[src/common/wit_regs.svh]
`ifndef WIT_REGS_SVH
`define WIT_REGS_SVH

// Register addresses on the CPU data bus
`define WIT_CLK_SEL_ADDR      16'hFF42
`define WIT_MODE_CTRL_ADDR    16'hFFF9

// Reset values
`define WIT_CLK_SEL_RST       8'h00
`define WIT_MODE_CTRL_RST     8'h00

// Field positions in the mode control register
`define WIT_RUN_BIT           7
`define WIT_MODE_HI_BIT       4
`define WIT_MODE_LO_BIT       3

// Field positions in the clock select register
`define WIT_SEL_MSB           2
`define WIT_SEL_LSB           0

// Clock select codes and prescaler tap widths (divide by 2^n)
`define WIT_SEL_DIV16         3'h0
`define WIT_SEL_DIV64         3'h2
`define WIT_SEL_DIV256        3'h4
`define WIT_SEL_DIV1024       3'h6
`define WIT_PRESC_W           10

// Counter: 2^7 count-clock ticks to overflow for every setting
`define WIT_CNT_W             7
`define WIT_CNT_LAST          7'h7F

// Base clock period in ns
`define WIT_CLK_PERIOD_NS     4

`endif

[src/common/wit_pkg.sv]
package wit_pkg;

    // Operating mode, from mode bits hi and lo
    typedef enum logic [1:0] {
        WIT_MODE_OFF      = 2'b00,
        WIT_MODE_INTERVAL = 2'b01,
        WIT_MODE_WD_NMI   = 2'b10,
        WIT_MODE_WD_RESET = 2'b11
    } wit_mode_t;

    // CPU bus request toward the block
    typedef struct packed {
        logic [15:0] addr;
        logic        wr;
        logic        rd;
        logic [7:0]  wdata;
    } wit_bus_req_t;

endpackage

[src/verilog/wit_top.sv]
`timescale 1ns/1ps
// What this block does
// - Four prescaled count clocks, overflow 2^11..2^17
// - Clock select register, bits 2..0, reset 00H
// - Mode register: run bit7, mode bits 4,3
// - Writing run 1 clears counter, starts
// - Run bit cannot be cleared by software
// - Mode bits sticky once set until reset
// - Interval mode: overflow raises maskable request
// - Watchdog mode 1: overflow raises NMI
// - Watchdog mode 2: overflow starts system reset
// - Interval counting starts only with run bit
// - Run clear leaves prescaler; first interval shorter
// - Watchdog select with flag set raises NMI
// - Counts in halt, freezes in stop
// - Mask gates interval interrupt, highest priority
`include "wit_regs.svh"

module wit_top
    import wit_pkg::*;
(
    input  wire logic         sys_clk_i,
    input  wire logic         rst_b_i,
    input  wire wit_bus_req_t bus_req_i,
    output logic [7:0]        bus_rdata_o,
    input  wire logic         irq_flag_clr_i,
    input  wire logic         watchdog_irq_mask_i,
    input  wire logic         stop_mode_i,
    output logic              watchdog_irq_flag_o,
    output logic              watchdog_interval_irq_o,
    output logic              nmi_req_o,
    output logic              sys_reset_req_o
);

    logic [2:0]              clk_sel_q;
    logic                    run_q;
    logic                    mode_hi_q;
    logic                    mode_lo_q;
    logic [`WIT_PRESC_W-1:0] presc_q;
    logic [`WIT_CNT_W-1:0]   cnt_q;
    logic                    flag_q;
    logic                    irq_q;
    logic                    nmi_q;
    logic                    rst_req_q;
    logic [7:0]              rdata_q;

    logic                    sel_wr;
    logic                    mode_wr;
    logic                    run_restart;
    logic                    count_tick;
    logic                    overflow;
    logic                    mode_hi_new;
    logic                    late_nmi;
    wit_mode_t               mode;
    logic                    ovf_nmi;
    logic                    ovf_rst;

    // Address decode of the two registers
    always_comb begin
        sel_wr  = 1'b0;
        mode_wr = 1'b0;
        if (bus_req_i.wr && bus_req_i.addr == `WIT_CLK_SEL_ADDR) begin
            sel_wr = 1'b1;
        end else if (bus_req_i.wr && bus_req_i.addr == `WIT_MODE_CTRL_ADDR) begin
            mode_wr = 1'b1;
        end
    end

    assign mode        = wit_mode_t'({mode_hi_q, mode_lo_q});
    assign run_restart = mode_wr && bus_req_i.wdata[`WIT_RUN_BIT];

    // Clock select register; only the documented codes are meaningful
    always_ff @(posedge sys_clk_i or negedge rst_b_i) begin
        if (!rst_b_i) begin
            clk_sel_q <= 3'(`WIT_CLK_SEL_RST);
        end else if (sel_wr) begin
            clk_sel_q <= bus_req_i.wdata[`WIT_SEL_MSB:`WIT_SEL_LSB];
        end
    end

    // Run bit: set by software, cleared only by reset
    always_ff @(posedge sys_clk_i or negedge rst_b_i) begin
        if (!rst_b_i) begin
            run_q <= 1'(`WIT_MODE_CTRL_RST >> `WIT_RUN_BIT);
        end else if (run_restart) begin
            run_q <= 1'b1;
        end
    end

    // Mode bits: a written 1 sticks, a written 0 is ignored
    always_ff @(posedge sys_clk_i or negedge rst_b_i) begin
        if (!rst_b_i) begin
            mode_hi_q <= 1'b0;
            mode_lo_q <= 1'b0;
        end else if (mode_wr) begin
            mode_hi_q <= mode_hi_q | bus_req_i.wdata[`WIT_MODE_HI_BIT];
            mode_lo_q <= mode_lo_q | bus_req_i.wdata[`WIT_MODE_LO_BIT];
        end
    end

    // Free running prescaler, frozen in stop, never cleared by run writes
    always_ff @(posedge sys_clk_i or negedge rst_b_i) begin
        if (!rst_b_i) begin
            presc_q <= '0;
        end else if (!stop_mode_i) begin
            presc_q <= presc_q + `WIT_PRESC_W'(1);
        end
    end

    // Count clock tick taken from the selected prescaler tap
    always_comb begin
        count_tick = 1'b0;
        case (clk_sel_q)
            `WIT_SEL_DIV16:   count_tick = &presc_q[3:0];
            `WIT_SEL_DIV64:   count_tick = &presc_q[5:0];
            `WIT_SEL_DIV256:  count_tick = &presc_q[7:0];
            `WIT_SEL_DIV1024: count_tick = &presc_q[9:0];
            default:          count_tick = 1'b0;
        endcase
        if (stop_mode_i) begin
            count_tick = 1'b0;
        end
    end

    // Overflow only while running and a mode is chosen
    assign overflow = run_q && count_tick && (cnt_q == `WIT_CNT_LAST)
                      && (mode != WIT_MODE_OFF);

    // Overflow action per mode; interval and off raise no non-maskable event
    always_comb begin
        ovf_nmi = 1'b0;
        ovf_rst = 1'b0;
        case (mode)
            WIT_MODE_WD_NMI: begin
                ovf_nmi = overflow;
            end
            WIT_MODE_WD_RESET: begin
                ovf_rst = overflow;
            end
            default: begin
                ovf_nmi = 1'b0;
                ovf_rst = 1'b0;
            end
        endcase
    end

    // Main counter: cleared by a run write, wraps after overflow
    always_ff @(posedge sys_clk_i or negedge rst_b_i) begin
        if (!rst_b_i) begin
            cnt_q <= '0;
        end else if (run_restart) begin
            cnt_q <= '0;
        end else if (run_q && count_tick) begin
            cnt_q <= cnt_q + `WIT_CNT_W'(1);
        end
    end

    // Watchdog mode newly chosen by this write
    assign mode_hi_new = mode_wr && !mode_hi_q && bus_req_i.wdata[`WIT_MODE_HI_BIT];
    assign late_nmi    = mode_hi_new && flag_q;

    // Interrupt request flag: overflow sets, clear input clears, set wins
    always_ff @(posedge sys_clk_i or negedge rst_b_i) begin
        if (!rst_b_i) begin
            flag_q <= 1'b0;
        end else if (overflow) begin
            flag_q <= 1'b1;
        end else if (irq_flag_clr_i) begin
            flag_q <= 1'b0;
        end
    end

    // Maskable interval request, gated by the mask flag
    always_ff @(posedge sys_clk_i or negedge rst_b_i) begin
        if (!rst_b_i) begin
            irq_q <= 1'b0;
        end else begin
            irq_q <= (mode == WIT_MODE_INTERVAL) && !watchdog_irq_mask_i
                     && (flag_q || overflow);
        end
    end

    // Non-maskable request pulse
    always_ff @(posedge sys_clk_i or negedge rst_b_i) begin
        if (!rst_b_i) begin
            nmi_q <= 1'b0;
        end else begin
            nmi_q <= ovf_nmi
                     || late_nmi;
        end
    end

    // System reset request, held until the reset input acts
    always_ff @(posedge sys_clk_i or negedge rst_b_i) begin
        if (!rst_b_i) begin
            rst_req_q <= 1'b0;
        end else if (ovf_rst) begin
            rst_req_q <= 1'b1;
        end
    end

    // Read data, registered; unmapped addresses read zero
    always_ff @(posedge sys_clk_i or negedge rst_b_i) begin
        if (!rst_b_i) begin
            rdata_q <= 8'h00;
        end else if (bus_req_i.rd) begin
            if (bus_req_i.addr == `WIT_CLK_SEL_ADDR) begin
                rdata_q <= {5'h00, clk_sel_q};
            end else if (bus_req_i.addr == `WIT_MODE_CTRL_ADDR) begin
                rdata_q <= {run_q, 2'h0, mode_hi_q, mode_lo_q, 3'h0};
            end else begin
                rdata_q <= 8'h00;
            end
        end
    end

    assign bus_rdata_o             = rdata_q;
    assign watchdog_irq_flag_o     = flag_q;
    assign watchdog_interval_irq_o = irq_q;
    assign nmi_req_o               = nmi_q;
    assign sys_reset_req_o         = rst_req_q;

endmodule

[config.mk]
export PLATFORM = sky130hd
export DESIGN_NAME = wit_top
export DESIGN_NICKNAME = d
export VERILOG_FILES = /design/src/common/wit_pkg.sv /design/src/verilog/wit_top.sv
export VERILOG_INCLUDE_DIRS = /design/src /design/src/common
export SDC_FILE = /design/constraint.sdc
export NUM_CORES = 1
export LEC_CHECK = 0
export BUFFER_PORTS_ARGS = -buffer_cell sky130_fd_sc_hd__buf_2
export CORE_ASPECT_RATIO = 1.4
export CORE_MARGIN = 5
export CORE_UTILIZATION = 39
export CTS_CLUSTER_DIAMETER = 200
export DETAILED_ROUTE_END_ITERATION = 10
export GPL_TIMING_DRIVEN = 0
export PLACE_DENSITY_LB_ADDON = 0.2
export RECOVER_POWER = 50
export SLEW_MARGIN = 20
export SYNTH_ARGS = -nofsm -noshare
export SYNTH_HDL_FRONTEND = slang
export SYNTH_SLANG_ARGS = --single-unit
[constraint.sdc]
create_clock -name sys_clk_i -period 2.3 [get_ports sys_clk_i]
set_clock_uncertainty 0.2 [all_clocks]
set_input_delay 0.23 -clock sys_clk_i [delete_from_list [all_inputs] [get_ports sys_clk_i]]
set_output_delay 0.23 -clock sys_clk_i [all_outputs]
set_load 0.05 [all_outputs]
Word-level counts from Yosys, hierarchy flattened
Index checks and enable logic that the tools add are counted.
{"block": "word_totals", "regBits": 35, "in_bits": 31}
{"block": "op_classes", "n_addsub": 2, "eq_ne": 9, "n_mux": 13, "bitwise_logic": 2, "reduce_logical": 23}
{"op": "$eq A16 B16 Y1 const B", "n": 2}
{"op": "$mux W8", "n": 2}
{"op": "$mux W7", "n": 2}
{"op": "$logic_and A1 B1 Y1", "n": 11}
{"op": "$add A10 B1 Y10 const B", "n": 1}
{"op": "$reduce_and A10 Y1", "n": 1}
{"op": "$mux W1", "n": 8}
{"op": "$reduce_and A8 Y1", "n": 1}
{"op": "$add A7 B1 Y7 const B", "n": 1}
{"op": "$eq A7 B7 Y1 const B", "n": 1}
{"op": "$eq A3 B3 Y1 const B", "n": 2}
{"op": "$reduce_and A6 Y1", "n": 1}
{"op": "$reduce_bool A2 Y1", "n": 3}
{"op": "$eq A2 B2 Y1 const B", "n": 2}
{"op": "$pmux W1 S4", "n": 1}
{"op": "$reduce_and A4 Y1", "n": 1}
{"op": "$eq A3 B2 Y1 const B", "n": 1}
{"op": "$logic_not A3 Y1", "n": 1}
{"op": "$eq A2 B1 Y1 const B", "n": 1}
{"op": "$logic_not A1 Y1", "n": 2}
{"op": "$logic_or A1 B1 Y1", "n": 2}
{"op": "$or A1 B1 Y1", "n": 2}

Longest topological paths before layout
Gate-level depths: netlist of run 1.
{"block": "depth", "word_depth": 8, "depth_mapped": 5, "ltp_nobuf": 5}

Least setup slack after synthesis of run 1
Ideal clock, no wire load.
{"block": "synth_timing", "kind": "register to register", "start": "register presc_q[0]", "end": "register irq_q, in the netlist watchdog_interval_irq_o", "setup_time_ps": 77, "arrival_time_ps": 1684, "required_time_ps": 2023, "setup_slack_ps": 338, "stages_incl_launch_ff": 6, "synth_period_minus_slack_ps": 1962, "cell_sequence": "dfrtp_1 ha_1 nand2b_1 or3b_2 a2111o_1 a21oi_1"}
{"block": "synth_via", "elab_chain_cells": 8, "elab_cells_between_ends": 11, "cone_classes": "mux (2); reduce/logical (9)"}
{"item": "start, declared", "line_no": "wit_top.sv:39", "text": "logic [`WIT_PRESC_W-1:0] presc_q;"}
{"item": "start signal, assigned", "line_no": "wit_top.sv:106", "text": "presc_q <= presc_q + `WIT_PRESC_W'(1);"}
{"item": "$reduce_and A10 Y1 (tied with other cells)", "line_no": "wit_top.sv:117", "text": "`WIT_SEL_DIV1024: count_tick = &presc_q[9:0];"}
{"item": "$pmux W1 S4 (*)", "line_no": "wit_top.sv:113", "text": "case (clk_sel_q)"}
{"item": "$mux W1 (*)", "line_no": "wit_top.sv:120", "text": "if (stop_mode_i) begin"}
{"item": "$logic_and A1 B1 Y1 (*) (3 in a row)", "line_no": "wit_top.sv:126", "text": "assign overflow = run_q && count_tick && (cnt_q == `WIT_CNT_LAST)"}
{"item": "$logic_or A1 B1 Y1 (*)", "line_no": "wit_top.sv:179", "text": "&& (flag_q || overflow);"}
{"item": "$logic_and A1 B1 Y1 (*)", "line_no": "wit_top.sv:179"}
{"item": "end signal, assigned", "line_no": "wit_top.sv:178", "text": "irq_q <= (mode == WIT_MODE_INTERVAL) && !watchdog_irq_mask_i"}
{"item": "end, declared", "line_no": "wit_top.sv:42", "text": "logic irq_q;"}
Every way passes the cells marked *; elsewhere a longest branch is shown, timed or not.
A chain may end at the register's enable or synchronous reset.

Final worst setup path of run 1
{"block": "layout_timing", "start": "register presc_q[0]", "end": "register flag_q, in the netlist watchdog_irq_flag_o"}
{"block": "layout_via", "elab_chain_cells": 7, "elab_cells_between_ends": 11, "cone_classes": "mux (3); reduce/logical (8)"}
{"item": "$reduce_and A10 Y1 (tied with other cells)", "line_no": "wit_top.sv:117"}
{"item": "$pmux W1 S4 (*)", "line_no": "wit_top.sv:113"}
{"item": "$mux W1 (*)", "line_no": "wit_top.sv:120"}
{"item": "$logic_and A1 B1 Y1 (*) (3 in a row)", "line_no": "wit_top.sv:126"}
{"item": "$mux W1 or $reduce_bool A2 Y1 (tied branches)"}
{"item": "end signal, assigned", "line_no": "wit_top.sv:165", "text": "flag_q <= 1'b0;"}
{"item": "end signal, assigned", "line_no": "wit_top.sv:167", "text": "flag_q <= 1'b1;"}
{"item": "end signal, assigned", "line_no": "wit_top.sv:169", "text": "flag_q <= 1'b0;"}
{"item": "end, declared", "line_no": "wit_top.sv:41", "text": "logic flag_q;"}
Marked as above.

==> results.cfg, run 1 <==
[sta]
period_share_pct = 93.8
period_minus_slack_ns = 2.16
rsz0062_at_grt = false
fin_ws_ns = 0.143
max_slew.worst_pin.slew_ns = 0.798
slew_headroom_pct = 46.8
max_freq_mhz = 464
fin_tns_setup_ns = 0
setup_viol = 0
slew_viol_final = 0
hold_violations = 0

[min_path]
hold_depth = 3
min-delay-path-class = input port to flip-flop
holdPathEnd = bus_rdata_o[1]$_DFFE_PN0P_
worstHoldStart = bus_req_i[8]

[clock_tree]
cts_tree = yes
cts-root-buf = clkbuf_8
clk-insertion-delay-late_ns = 0.28
cts_buffers = 5
htree_levels = 2
cts_resized = 0
max-clock-path-buffers = 2
post_cts_buffers = 0
holdBufCountCts = 8
path_clk_slew_ns = 0.07
cts_sinks = 33

[power]
p_per_area_nw_per_um2 = 683
leakagePower_nw = 0.953
vdd_drop_max_mv = 0.418

[place]
io_buffers = 38
gp_congestion = 0.818
dp_hpwl_um = 2870
preCtsSetupSlack_ns = 0.149
placed_area_sq_um = 1970
dp_cells = 258

[logic_synthesis]
synth_top_cell_by_area = dfrtp_1
synth_ff_type = dfrtp_1
synthTopCellsByCount = 33 x dfrtp_1, 12 x o21ai_0, 11 x nand2_1, 9 x inv_1
yosysWarnings = 0
synth.avg_cell_area_sq_um = 10.7
ys_ff_latch = 33
synth_area_leaders = dfrtp_1 49%, mux2i_1 4.1%, o21ai_0 3.5%
yosysSeqAreaShare_pct = 48.5
ys_types = 43
syn_area_sq_um = 1700
netlist.area_leader.share_pct = 48.5
synth-edff-count = 0
async_reset_ff_share_pct = 100
synth_cells = 159
yosysMostFrequentCell = dfrtp_1

[critical_path]
worstPathCellList = ha_1 > nand2b_1 > or3b_2 > a2111o_1 > o22ai_1
cp_max_fo = 5
endpoint_kind = flip-flop
critical_path.top_delay_family = simple AND/OR/NAND/NOR gates
rr_startpoint = presc_q[0]$_DFFE_PN0N_
rr_worst_depth = 5
critPathKind = flip-flop to flip-flop
r2r_end = watchdog_irq_flag_o$_DFFE_PN0P_
slowest_delay_ns = 0.56
required_ns = 2.29
critPathSlowestCell = or3b_2
startpoint_type = flip-flop
reg2reg_slack_ns = 0.14
worst-path-buf-inv = 0
arrival_ns = 2.15

[routing]
drt_wl_total_um = 3660
ant_nets = 0
highest_layer = met4
wl_met3_um = 201
met1Wirelength_um = 1510
drtPass1Iterations = 4
avgRoutedWirePerCell_um = 13.4
wl_met2_um = 1860
drc = 0
vias_per_cell = 5.07
dr_total_vias = 1389
drt_iter0_markers = 9

[floorplanning]
die_area_sq_um = 5800
core_sq_um = 4240
rows = 28
die_height_um = 88.2
io_pins = 43
die_x_um = 65.8
start_util_pct = 40.1

[grt]
grt_pass1_vias = 1437
grt_start_max_net_pins = 34
grt_pass1_wl_um = 6170
overflow = 0
grt_usage_pct = 13.8
antenna_found_initial = 0

[final_layout]
final-instance-count-excl-fill = 274
fill_cells = 394
multi_input_area_sq_um = 803
antenna_cells = 0
final_nets = 246
register_area_sq_um = 826
area_growth_syn_to_layout_pct = 26.5
finalInstanceArea_sq_um = 2150
drive_gt1_share_pct = 24.3

[job]
max_cap_viol_count = 0

[outcome]
status = finished clean
-- worst max path at each step --
stage / from / to / slack (ns) / depth (start not counted)
global route: presc_q[0]$_DFFE_PN0N_ / watchdog_irq_flag_o$_DFFE_PN0P_ / 0.04 / 5
detailed placement: presc_q[0]$_DFFE_PN0N_ / watchdog_irq_flag_o$_DFFE_PN0P_ / 0.15 / 5
floorplan: presc_q[0]$_DFFE_PN0N_ / watchdog_interval_irq_o$_DFF_PN0_ / 0.34 / 5
finish: presc_q[0]$_DFFE_PN0N_ / watchdog_irq_flag_o$_DFFE_PN0P_ / 0.14 / 5
CTS: presc_q[0]$_DFFE_PN0N_ / watchdog_irq_flag_o$_DFFE_PN0P_ / 0.13 / 5
global placement: presc_q[0]$_DFFE_PN0N_ / watchdog_irq_flag_o$_DFFE_PN0P_ / 0.19 / 5
-- kinds of logic (layout without fill, tap and decap cells) --
family	after synthesis	in the layout	synth area share, %
xor+xnor	9	9	4.63
flops	33	33	48.5
fa+ha+maj	2	2	1.47
compound gates	38	38	15.7
mux	11	11	6.76
buf+inv	16	70	4.48
other cells	1	2	0.220
simple gates	49	49	18.2
-- routing by layer --
metal	track usage, %	vias up
li1	-	686
met1	15.3	655
met2	24.1	40
met3	3.72	8
met4	6.42	0
met5	0	-
-- power breakdown --
part           total (W)  switching (W)  internal (W)  leakage, nW
registers       0.000698      0.0000596      0.000638        0.449
logic           0.000220       0.000119      0.000101        0.445
clock network   0.000554       0.000201      0.000353       0.0585
total            0.00147       0.000379       0.00109        0.953
-- registers in the layout (all words and copies together) (netlist names) --
signal,count
run_q,1
nmi_req_o,1
watchdog_irq_flag_o,1
clk_sel_q,3
watchdog_interval_irq_o,1
cnt_q,7
mode_lo_q,1
sys_reset_req_o,1
presc_q,10
bus_rdata_o,6
mode_hi_q,1
-- per-stage QoR --
stage	utilization (%)	total power [W]	hold WS, ns
2_1_floorplan	-	0.000839	-0.266
4_1_cts	51.1	0.00149	0.00617
3_5_place_dp	46.5	0.000921	0.137
5_1_grt	50.8	0.00155	0.0171
3_3_place_gp	46.5	0.000903	0.120
6_report	50.8	0.00147	0.0168
-- cell type report --
class / count / share of cell area (%)
Buffer: 7 / 1.98
Clock buffer: 7 / 4.01
Clock inverter: 1 / 1.39
Inverter: 9 / 1.57
Multi-Input combinational cell: 111 / 37.3
Sequential cell: 33 / 38.3
Tap cell: 60 / 3.49
Timing Repair Buffer: 46 / 11.9
-- layout by cell type (no fill, tap or decap), drive strengths merged, types with 3 or more instances in the layout --
master       count
a21oi            7
and4             3
buf             30
clkbuf          22
dfrtp           33
dlygate4sd3      8
inv              9
mux2             4
mux2i            7
nand2           12
nand3            5
nand4            7
nor2             5
nor3             4
o21ai           12
o21bai           7
o22ai            4
or4b             3
xnor2            3
xor2             6
-- tightest hold or removal path, stage by stage --
cell and delay (ns):
buf_2 0.10, nand3_1 0.06, o21ai_0 0.07
(Power assumes the default switching activity.)
==> run 2: changes to the inputs <==
--- a/config.mk
+++ b/config.mk
@@ -7,7 +7,7 @@
 export NUM_CORES = 1
 export LEC_CHECK = 0
 export BUFFER_PORTS_ARGS = -buffer_cell sky130_fd_sc_hd__buf_2
-export CORE_ASPECT_RATIO = 1.4
+export CORE_ASPECT_RATIO = 0.5
 export CORE_MARGIN = 5
 export CORE_UTILIZATION = 39
 export CTS_CLUSTER_DIAMETER = 200
==> results.cfg, run 2 (synthesis results as in run 1) <==
[critical_path]
endpoint_kind = flip-flop
startpoint_type = input port
reg2reg_slack_ns = 0.24
worstPathCellList = dlygate4sd3_1 > buf_2 > nor4bb_1 > nand4_1 > a21oi_1 > mux2i_1
worst-path-buf-inv = 2
rr_startpoint = presc_q[5]$_DFFE_PN0N_
critPathKind = input port to flip-flop
critPathSlowestCell = nor4bb_1
slowest_delay_ns = 0.68
required_ns = 2.30
critPathLaunch = stop_mode_i
cp_max_fo = 5
arrival_ns = 2.16
path_depth = 6
rr_worst_depth = 5
r2r_end = watchdog_interval_irq_o$_DFF_PN0_
worstSetupEndpoint = cnt_q[4]$_DFFE_PN0P_
critical_path.top_delay_family = simple AND/OR/NAND/NOR gates

[place]
dp_hpwl_um = 2680
preCtsSetupSlack_ns = 0.102
gp_congestion = 0.789
io_buffers = 38

[clock_tree]
cts_buffers = 5
max-clock-path-buffers = 2
htree_levels = 2
cts_tree = yes
clk-insertion-delay-late_ns = 0.28
cts_sinks = 33
path_clk_slew_ns = 0.07
cts-root-buf = clkbuf_8

[sta]
max_freq_mhz = 464
period_minus_slack_ns = 2.15
slew_headroom_pct = 44.7
rsz0062_at_grt = false
slew_viol_final = 0
period_share_pct = 93.7
hold_violations = 0
setup_viol = 0
worst_hold_slack_ns = 0.0133
fin_tns_setup_ns = 0
fin_ws_ns = 0.145
max_slew.worst_pin.slew_ns = 0.830

[grt]
grt_pass1_wl_um = 5920
grt_pass1_vias = 1282
grt_usage_pct = 13.1
antenna_found_initial = 0
overflow = 0
grt_start_max_net_pins = 34

[routing]
drt_wl_total_um = 3600
drt_iter0_markers = 52
ant_nets = 0
dr_total_vias = 1355
avgRoutedWirePerCell_um = 13.3
drc = 0
drtPass1Iterations = 4
vias_per_cell = 5.02

[final_layout]
antenna_cells = 0
multi_input_area_sq_um = 806
drive_gt1_share_pct = 24.9
largest_register_ffs = 10
mostFrequentLayoutCells = 33 x dfrtp_1, 28 x buf_2, 13 x clkbuf_1, 12 x o21ai_0, 11 x nand2_1
area_growth_syn_to_layout_pct = 25.0
final_common_cell = dfrtp_1
largest_register = presc_q
register_area_sq_um = 826
fill_cells = 408
final_nets = 246

[power]
pwr-share-clk_pct = 32.8
power_w = 0.00135
combPwrFrac_pct = 16.0
p_sw_w = 0.000378
sequentialPowerShare_pct = 51.3
swShare_pct = 27.9
intPower_w = 0.000976
leakagePower_nw = 0.942
p_per_area_nw_per_um2 = 637
vdd_drop_max_mv = 0.263

[min_path]
hold_depth = 3
min-delay-path-class = input port to flip-flop
worstHoldStart = bus_req_i[8]

[floorplanning]
core_sq_um = 4300
io_pins = 43
die_height_um = 56.7
start_util_pct = 39.6
die_area_sq_um = 5860
rows = 17
die_x_um = 103

[job]
max_cap_viol_count = 0

[outcome]
status = finished clean
-- run 2: worst register-to-register path, cell delays in order, from the launching register on --
cell and delay [ns]:
dfrtp_1 0.40, nand4_1 0.17, or4b_4 0.52, buf_6 0.16, a2111o_1 0.40, a21oi_1 0.15
-- run 2: how the worst min path moves through the flow --
stage,endpoint,slack (ns)
after floorplan,bus_rdata_o[0]$_DFFE_PN0P_,-0.27
after global placement,mode_lo_q$_DFFE_PN0N_,0.14
after detailed placement,mode_lo_q$_DFFE_PN0N_,0.13
after CTS,bus_rdata_o[1]$_DFFE_PN0P_,0.007
after global routing,bus_rdata_o[1]$_DFFE_PN0P_,0.04
final,bus_rdata_o[1]$_DFFE_PN0P_,0.01
-- run 2: what timing repair did --
item / 4_1_cts / 5_1_grt
hold buffers: 8 / 0
buffers inserted: 0 / 0
setup endpoints to repair: 0 / 5
resized for setup: 0 / 1
endpoints found under the hold margin: 40 / 0
-- run 2: cell type report --
| cell class | instances | area share (%) |
|---|---|---|
| well taps | 57 | 3.35 |
| repair buffers | 46 | 12.1 |
| inverters | 9 | 1.59 |
| clock inverters | 1 | 0.353 |
| multi-input cells | 111 | 37.9 |
| clock buffers | 6 | 3.88 |
| plain buffers | 7 | 2.00 |
| flip-flops and latches | 33 | 38.8 |
-- run 2: routing by layer --
metal | global-route usage, % | wire length, um | part of all wire (%) | vias up
met5 | 0 | 0 | 0 | -
met4 | 5.54 | 53 | 1.5 | 0
met3 | 3.97 | 193 | 5.4 | 5
met2 | 18.3 | 1510 | 42 | 30
met1 | 18.5 | 1850 | 51 | 633
li1 | - | - | - | 687
-- run 2: per-stage QoR --
step,std cells,utilization (%),cell area (sq um)
6_report,270,49.5,2130
2_1_floorplan,160,-,1710
3_3_place_gp,255,45.8,1970
3_5_place_dp,255,45.8,1970
5_1_grt,270,49.5,2130
4_1_cts,270,49.7,2140
-- run 2: power by group through the flow --
stage / clock network, W / registers (W) / logic, W
5_1_grt: 0.000475 / 0.000706 / 0.000251
3_3_place_gp: 0 / 0.000703 / 0.000205
6_report: 0.000444 / 0.000694 / 0.000216
3_5_place_dp: 0 / 0.000705 / 0.000207
2_1_floorplan: 0 / 0.000694 / 0.000145
4_1_cts: 0.000460 / 0.000694 / 0.000219
==> run 3: changes to the inputs <==
--- a/config.mk
+++ b/config.mk
@@ -13,7 +13,7 @@
 export CTS_CLUSTER_DIAMETER = 200
 export DETAILED_ROUTE_END_ITERATION = 10
 export GPL_TIMING_DRIVEN = 0
-export PLACE_DENSITY_LB_ADDON = 0.2
+export PLACE_DENSITY = 0.71
 export RECOVER_POWER = 50
 export SLEW_MARGIN = 20
 export SYNTH_ARGS = -nofsm -noshare
==> constraint.sdc (replaced) <==
create_clock -name sys_clk_i -period 2.69 [get_ports sys_clk_i]
set_clock_uncertainty 0.2 [all_clocks]
set_input_delay 0.269 -clock sys_clk_i [delete_from_list [all_inputs] [get_ports sys_clk_i]]
set_output_delay 0.269 -clock sys_clk_i [all_outputs]
set_load 0.05 [all_outputs]
==> results.cfg, run 3 (synthesis results as in run 1) <==
[sta]
fin_tns_setup_ns = 0
slew_headroom_pct = 44.4
setup_viol = 0
max_freq_mhz = 459
period_share_pct = 81.0
hold_violations = 0
rsz0062_at_grt = false
max_slew.worst_pin.slew_ns = 0.834
period_minus_slack_ns = 2.18
slew_viol_final = 0
worst_hold_slack_ns = 0.0143

[clock_tree]
htree_levels = 2
max-clock-path-buffers = 2
cts_sinks = 33
cts_tree = yes
cts_resized = 0
post_cts_buffers = 0
cts-root-buf = clkbuf_8
clk-insertion-delay-late_ns = 0.28
holdBufCountCts = 3
cts_buffers = 5
path_clk_slew_ns = 0.07

[critical_path]
rr_worst_depth = 5
startpoint_type = flip-flop
critPathSlowestCell = or3b_2
worstPathCellList = ha_1 > nand2b_1 > or3b_2 > a2111o_1 > o22ai_1
required_ns = 2.69
arrival_ns = 2.18
reg2reg_slack_ns = 0.51
slowest_delay_ns = 0.56
r2r_end = watchdog_irq_flag_o$_DFFE_PN0P_
endpoint_kind = flip-flop
critical_path.top_delay_family = simple AND/OR/NAND/NOR gates
worst-path-buf-inv = 0
critPathKind = flip-flop to flip-flop
rr_startpoint = presc_q[0]$_DFFE_PN0N_
cp_max_fo = 5

[power]
p_sw_w = 0.000335
combPwrFrac_pct = 16.0
swShare_pct = 29.4
pwr-share-clk_pct = 31.8
intPower_w = 0.000806
leakagePower_nw = 0.920
vdd_drop_max_mv = 0.224
sequentialPowerShare_pct = 52.2
p_per_area_nw_per_um2 = 551

[floorplanning]
die_x_um = 103
die_height_um = 56.7
io_pins = 43
rows = 17
core_sq_um = 4300
start_util_pct = 39.6
die_area_sq_um = 5860

[final_layout]
register_area_sq_um = 826
final_common_cell = dfrtp_1
multi_input_area_sq_um = 803
antenna_cells = 0
area_growth_syn_to_layout_pct = 21.7
fill_cells = 406
final_nets = 241
mostFrequentLayoutCells = 33 x dfrtp_1, 28 x buf_2, 13 x clkbuf_1, 12 x o21ai_0, 11 x nand2_1
largest_register_ffs = 10
drive_gt1_share_pct = 25.8
largest_register = presc_q

[grt]
overflow = 0
grt_usage_pct = 14.0
grt_start_max_net_pins = 34
grt_pass1_vias = 1406
grt_pass1_wl_um = 6440
antenna_found_initial = 0

[routing]
avgRoutedWirePerCell_um = 14.1
drtPass1Iterations = 4
vias_per_cell = 5.26
dr_total_vias = 1400
ant_nets = 0
drt_wl_total_um = 3750
drc = 0
drt_iter0_markers = 39

[min_path]
hold_depth = 4
worstHoldStart = watchdog_irq_mask_i
holdPathEnd = watchdog_interval_irq_o$_DFF_PN0_
min-delay-path-class = input port to flip-flop

[outcome]
status = finished clean

[place]
io_buffers = 38
dp_hpwl_um = 2830
gp_congestion = 0.808

[job]
max_cap_viol_count = 0
[run 3: metal layers]
layer / vias up / wire length, um / track usage (%)
li1: 673 / - / -
met1: 681 / 1720 / 18.5
met2: 42 / 1740 / 22.9
met3: 4 / 268 / 3.72
met4: 0 / 24 / 3.32
met5: - / 0 / 0
[run 3: area by class of cell]
type | instances | share of cell area [%]
flip-flops and latches | 33 | 39.9
multi-input cells | 111 | 38.8
repair buffers | 41 | 10.0
well taps | 57 | 3.44
clock buffers | 5 | 3.32
plain buffers | 7 | 2.05
inverters | 9 | 1.63
clock inverters | 3 | 0.846
[run 3: power groups by stage]
stage | Clock, W | Sequential, W | Combinational [W]
6_report | 0.000363 | 0.000596 | 0.000182
5_1_grt | 0.000398 | 0.000606 | 0.000212
4_1_cts | 0.000370 | 0.000595 | 0.000185
3_5_place_dp | 0 | 0.000604 | 0.000180
3_3_place_gp | 0 | 0.000601 | 0.000172
2_1_floorplan | 0 | 0.000593 | 0.000124
[run 3: tightest hold or removal path, delay by kind of cell]
| family | cells | cell delay [ns] |
|---|---|---|
| AND/OR/NAND/NOR | 2 | 0.08 |
| buffers and inverters | 1 | 0.08 |
| AO/OA/AOI/OAI | 1 | 0.03 |
[run 3: worst max path at each step]
stage	startpoint	to	slack (ns)	cells past startpoint
6_report	presc_q[0]$_DFFE_PN0N_	watchdog_irq_flag_o$_DFFE_PN0P_	0.51	5
5_1_grt	presc_q[0]$_DFFE_PN0N_	watchdog_irq_flag_o$_DFFE_PN0P_	0.42	5
4_1_cts	presc_q[0]$_DFFE_PN0N_	watchdog_interval_irq_o$_DFF_PN0_	0.55	5
3_5_place_dp	bus_req_i[15]	clk_sel_q[2]$_DFFE_PN0P_	0.46	5
3_3_place_gp	bus_req_i[15]	clk_sel_q[2]$_DFFE_PN0P_	0.48	5
2_1_floorplan	presc_q[0]$_DFFE_PN0N_	watchdog_interval_irq_o$_DFF_PN0_	0.73	5
[run 3: through the flow]
stage / cell area (sq um) / total power [W] / instances / utilization (%) / setup WS (ns)
2_1_floorplan: 1710 / 0.000717 / 160 / - / 0.728
3_3_place_gp: 1970 / 0.000773 / 255 / 45.8 / 0.478
3_5_place_dp: 1970 / 0.000785 / 255 / 45.8 / 0.456
4_1_cts: 2080 / 0.00115 / 266 / 48.5 / 0.548
5_1_grt: 2070 / 0.00122 / 266 / 48.2 / 0.424
6_report: 2070 / 0.00114 / 266 / 48.2 / 0.510
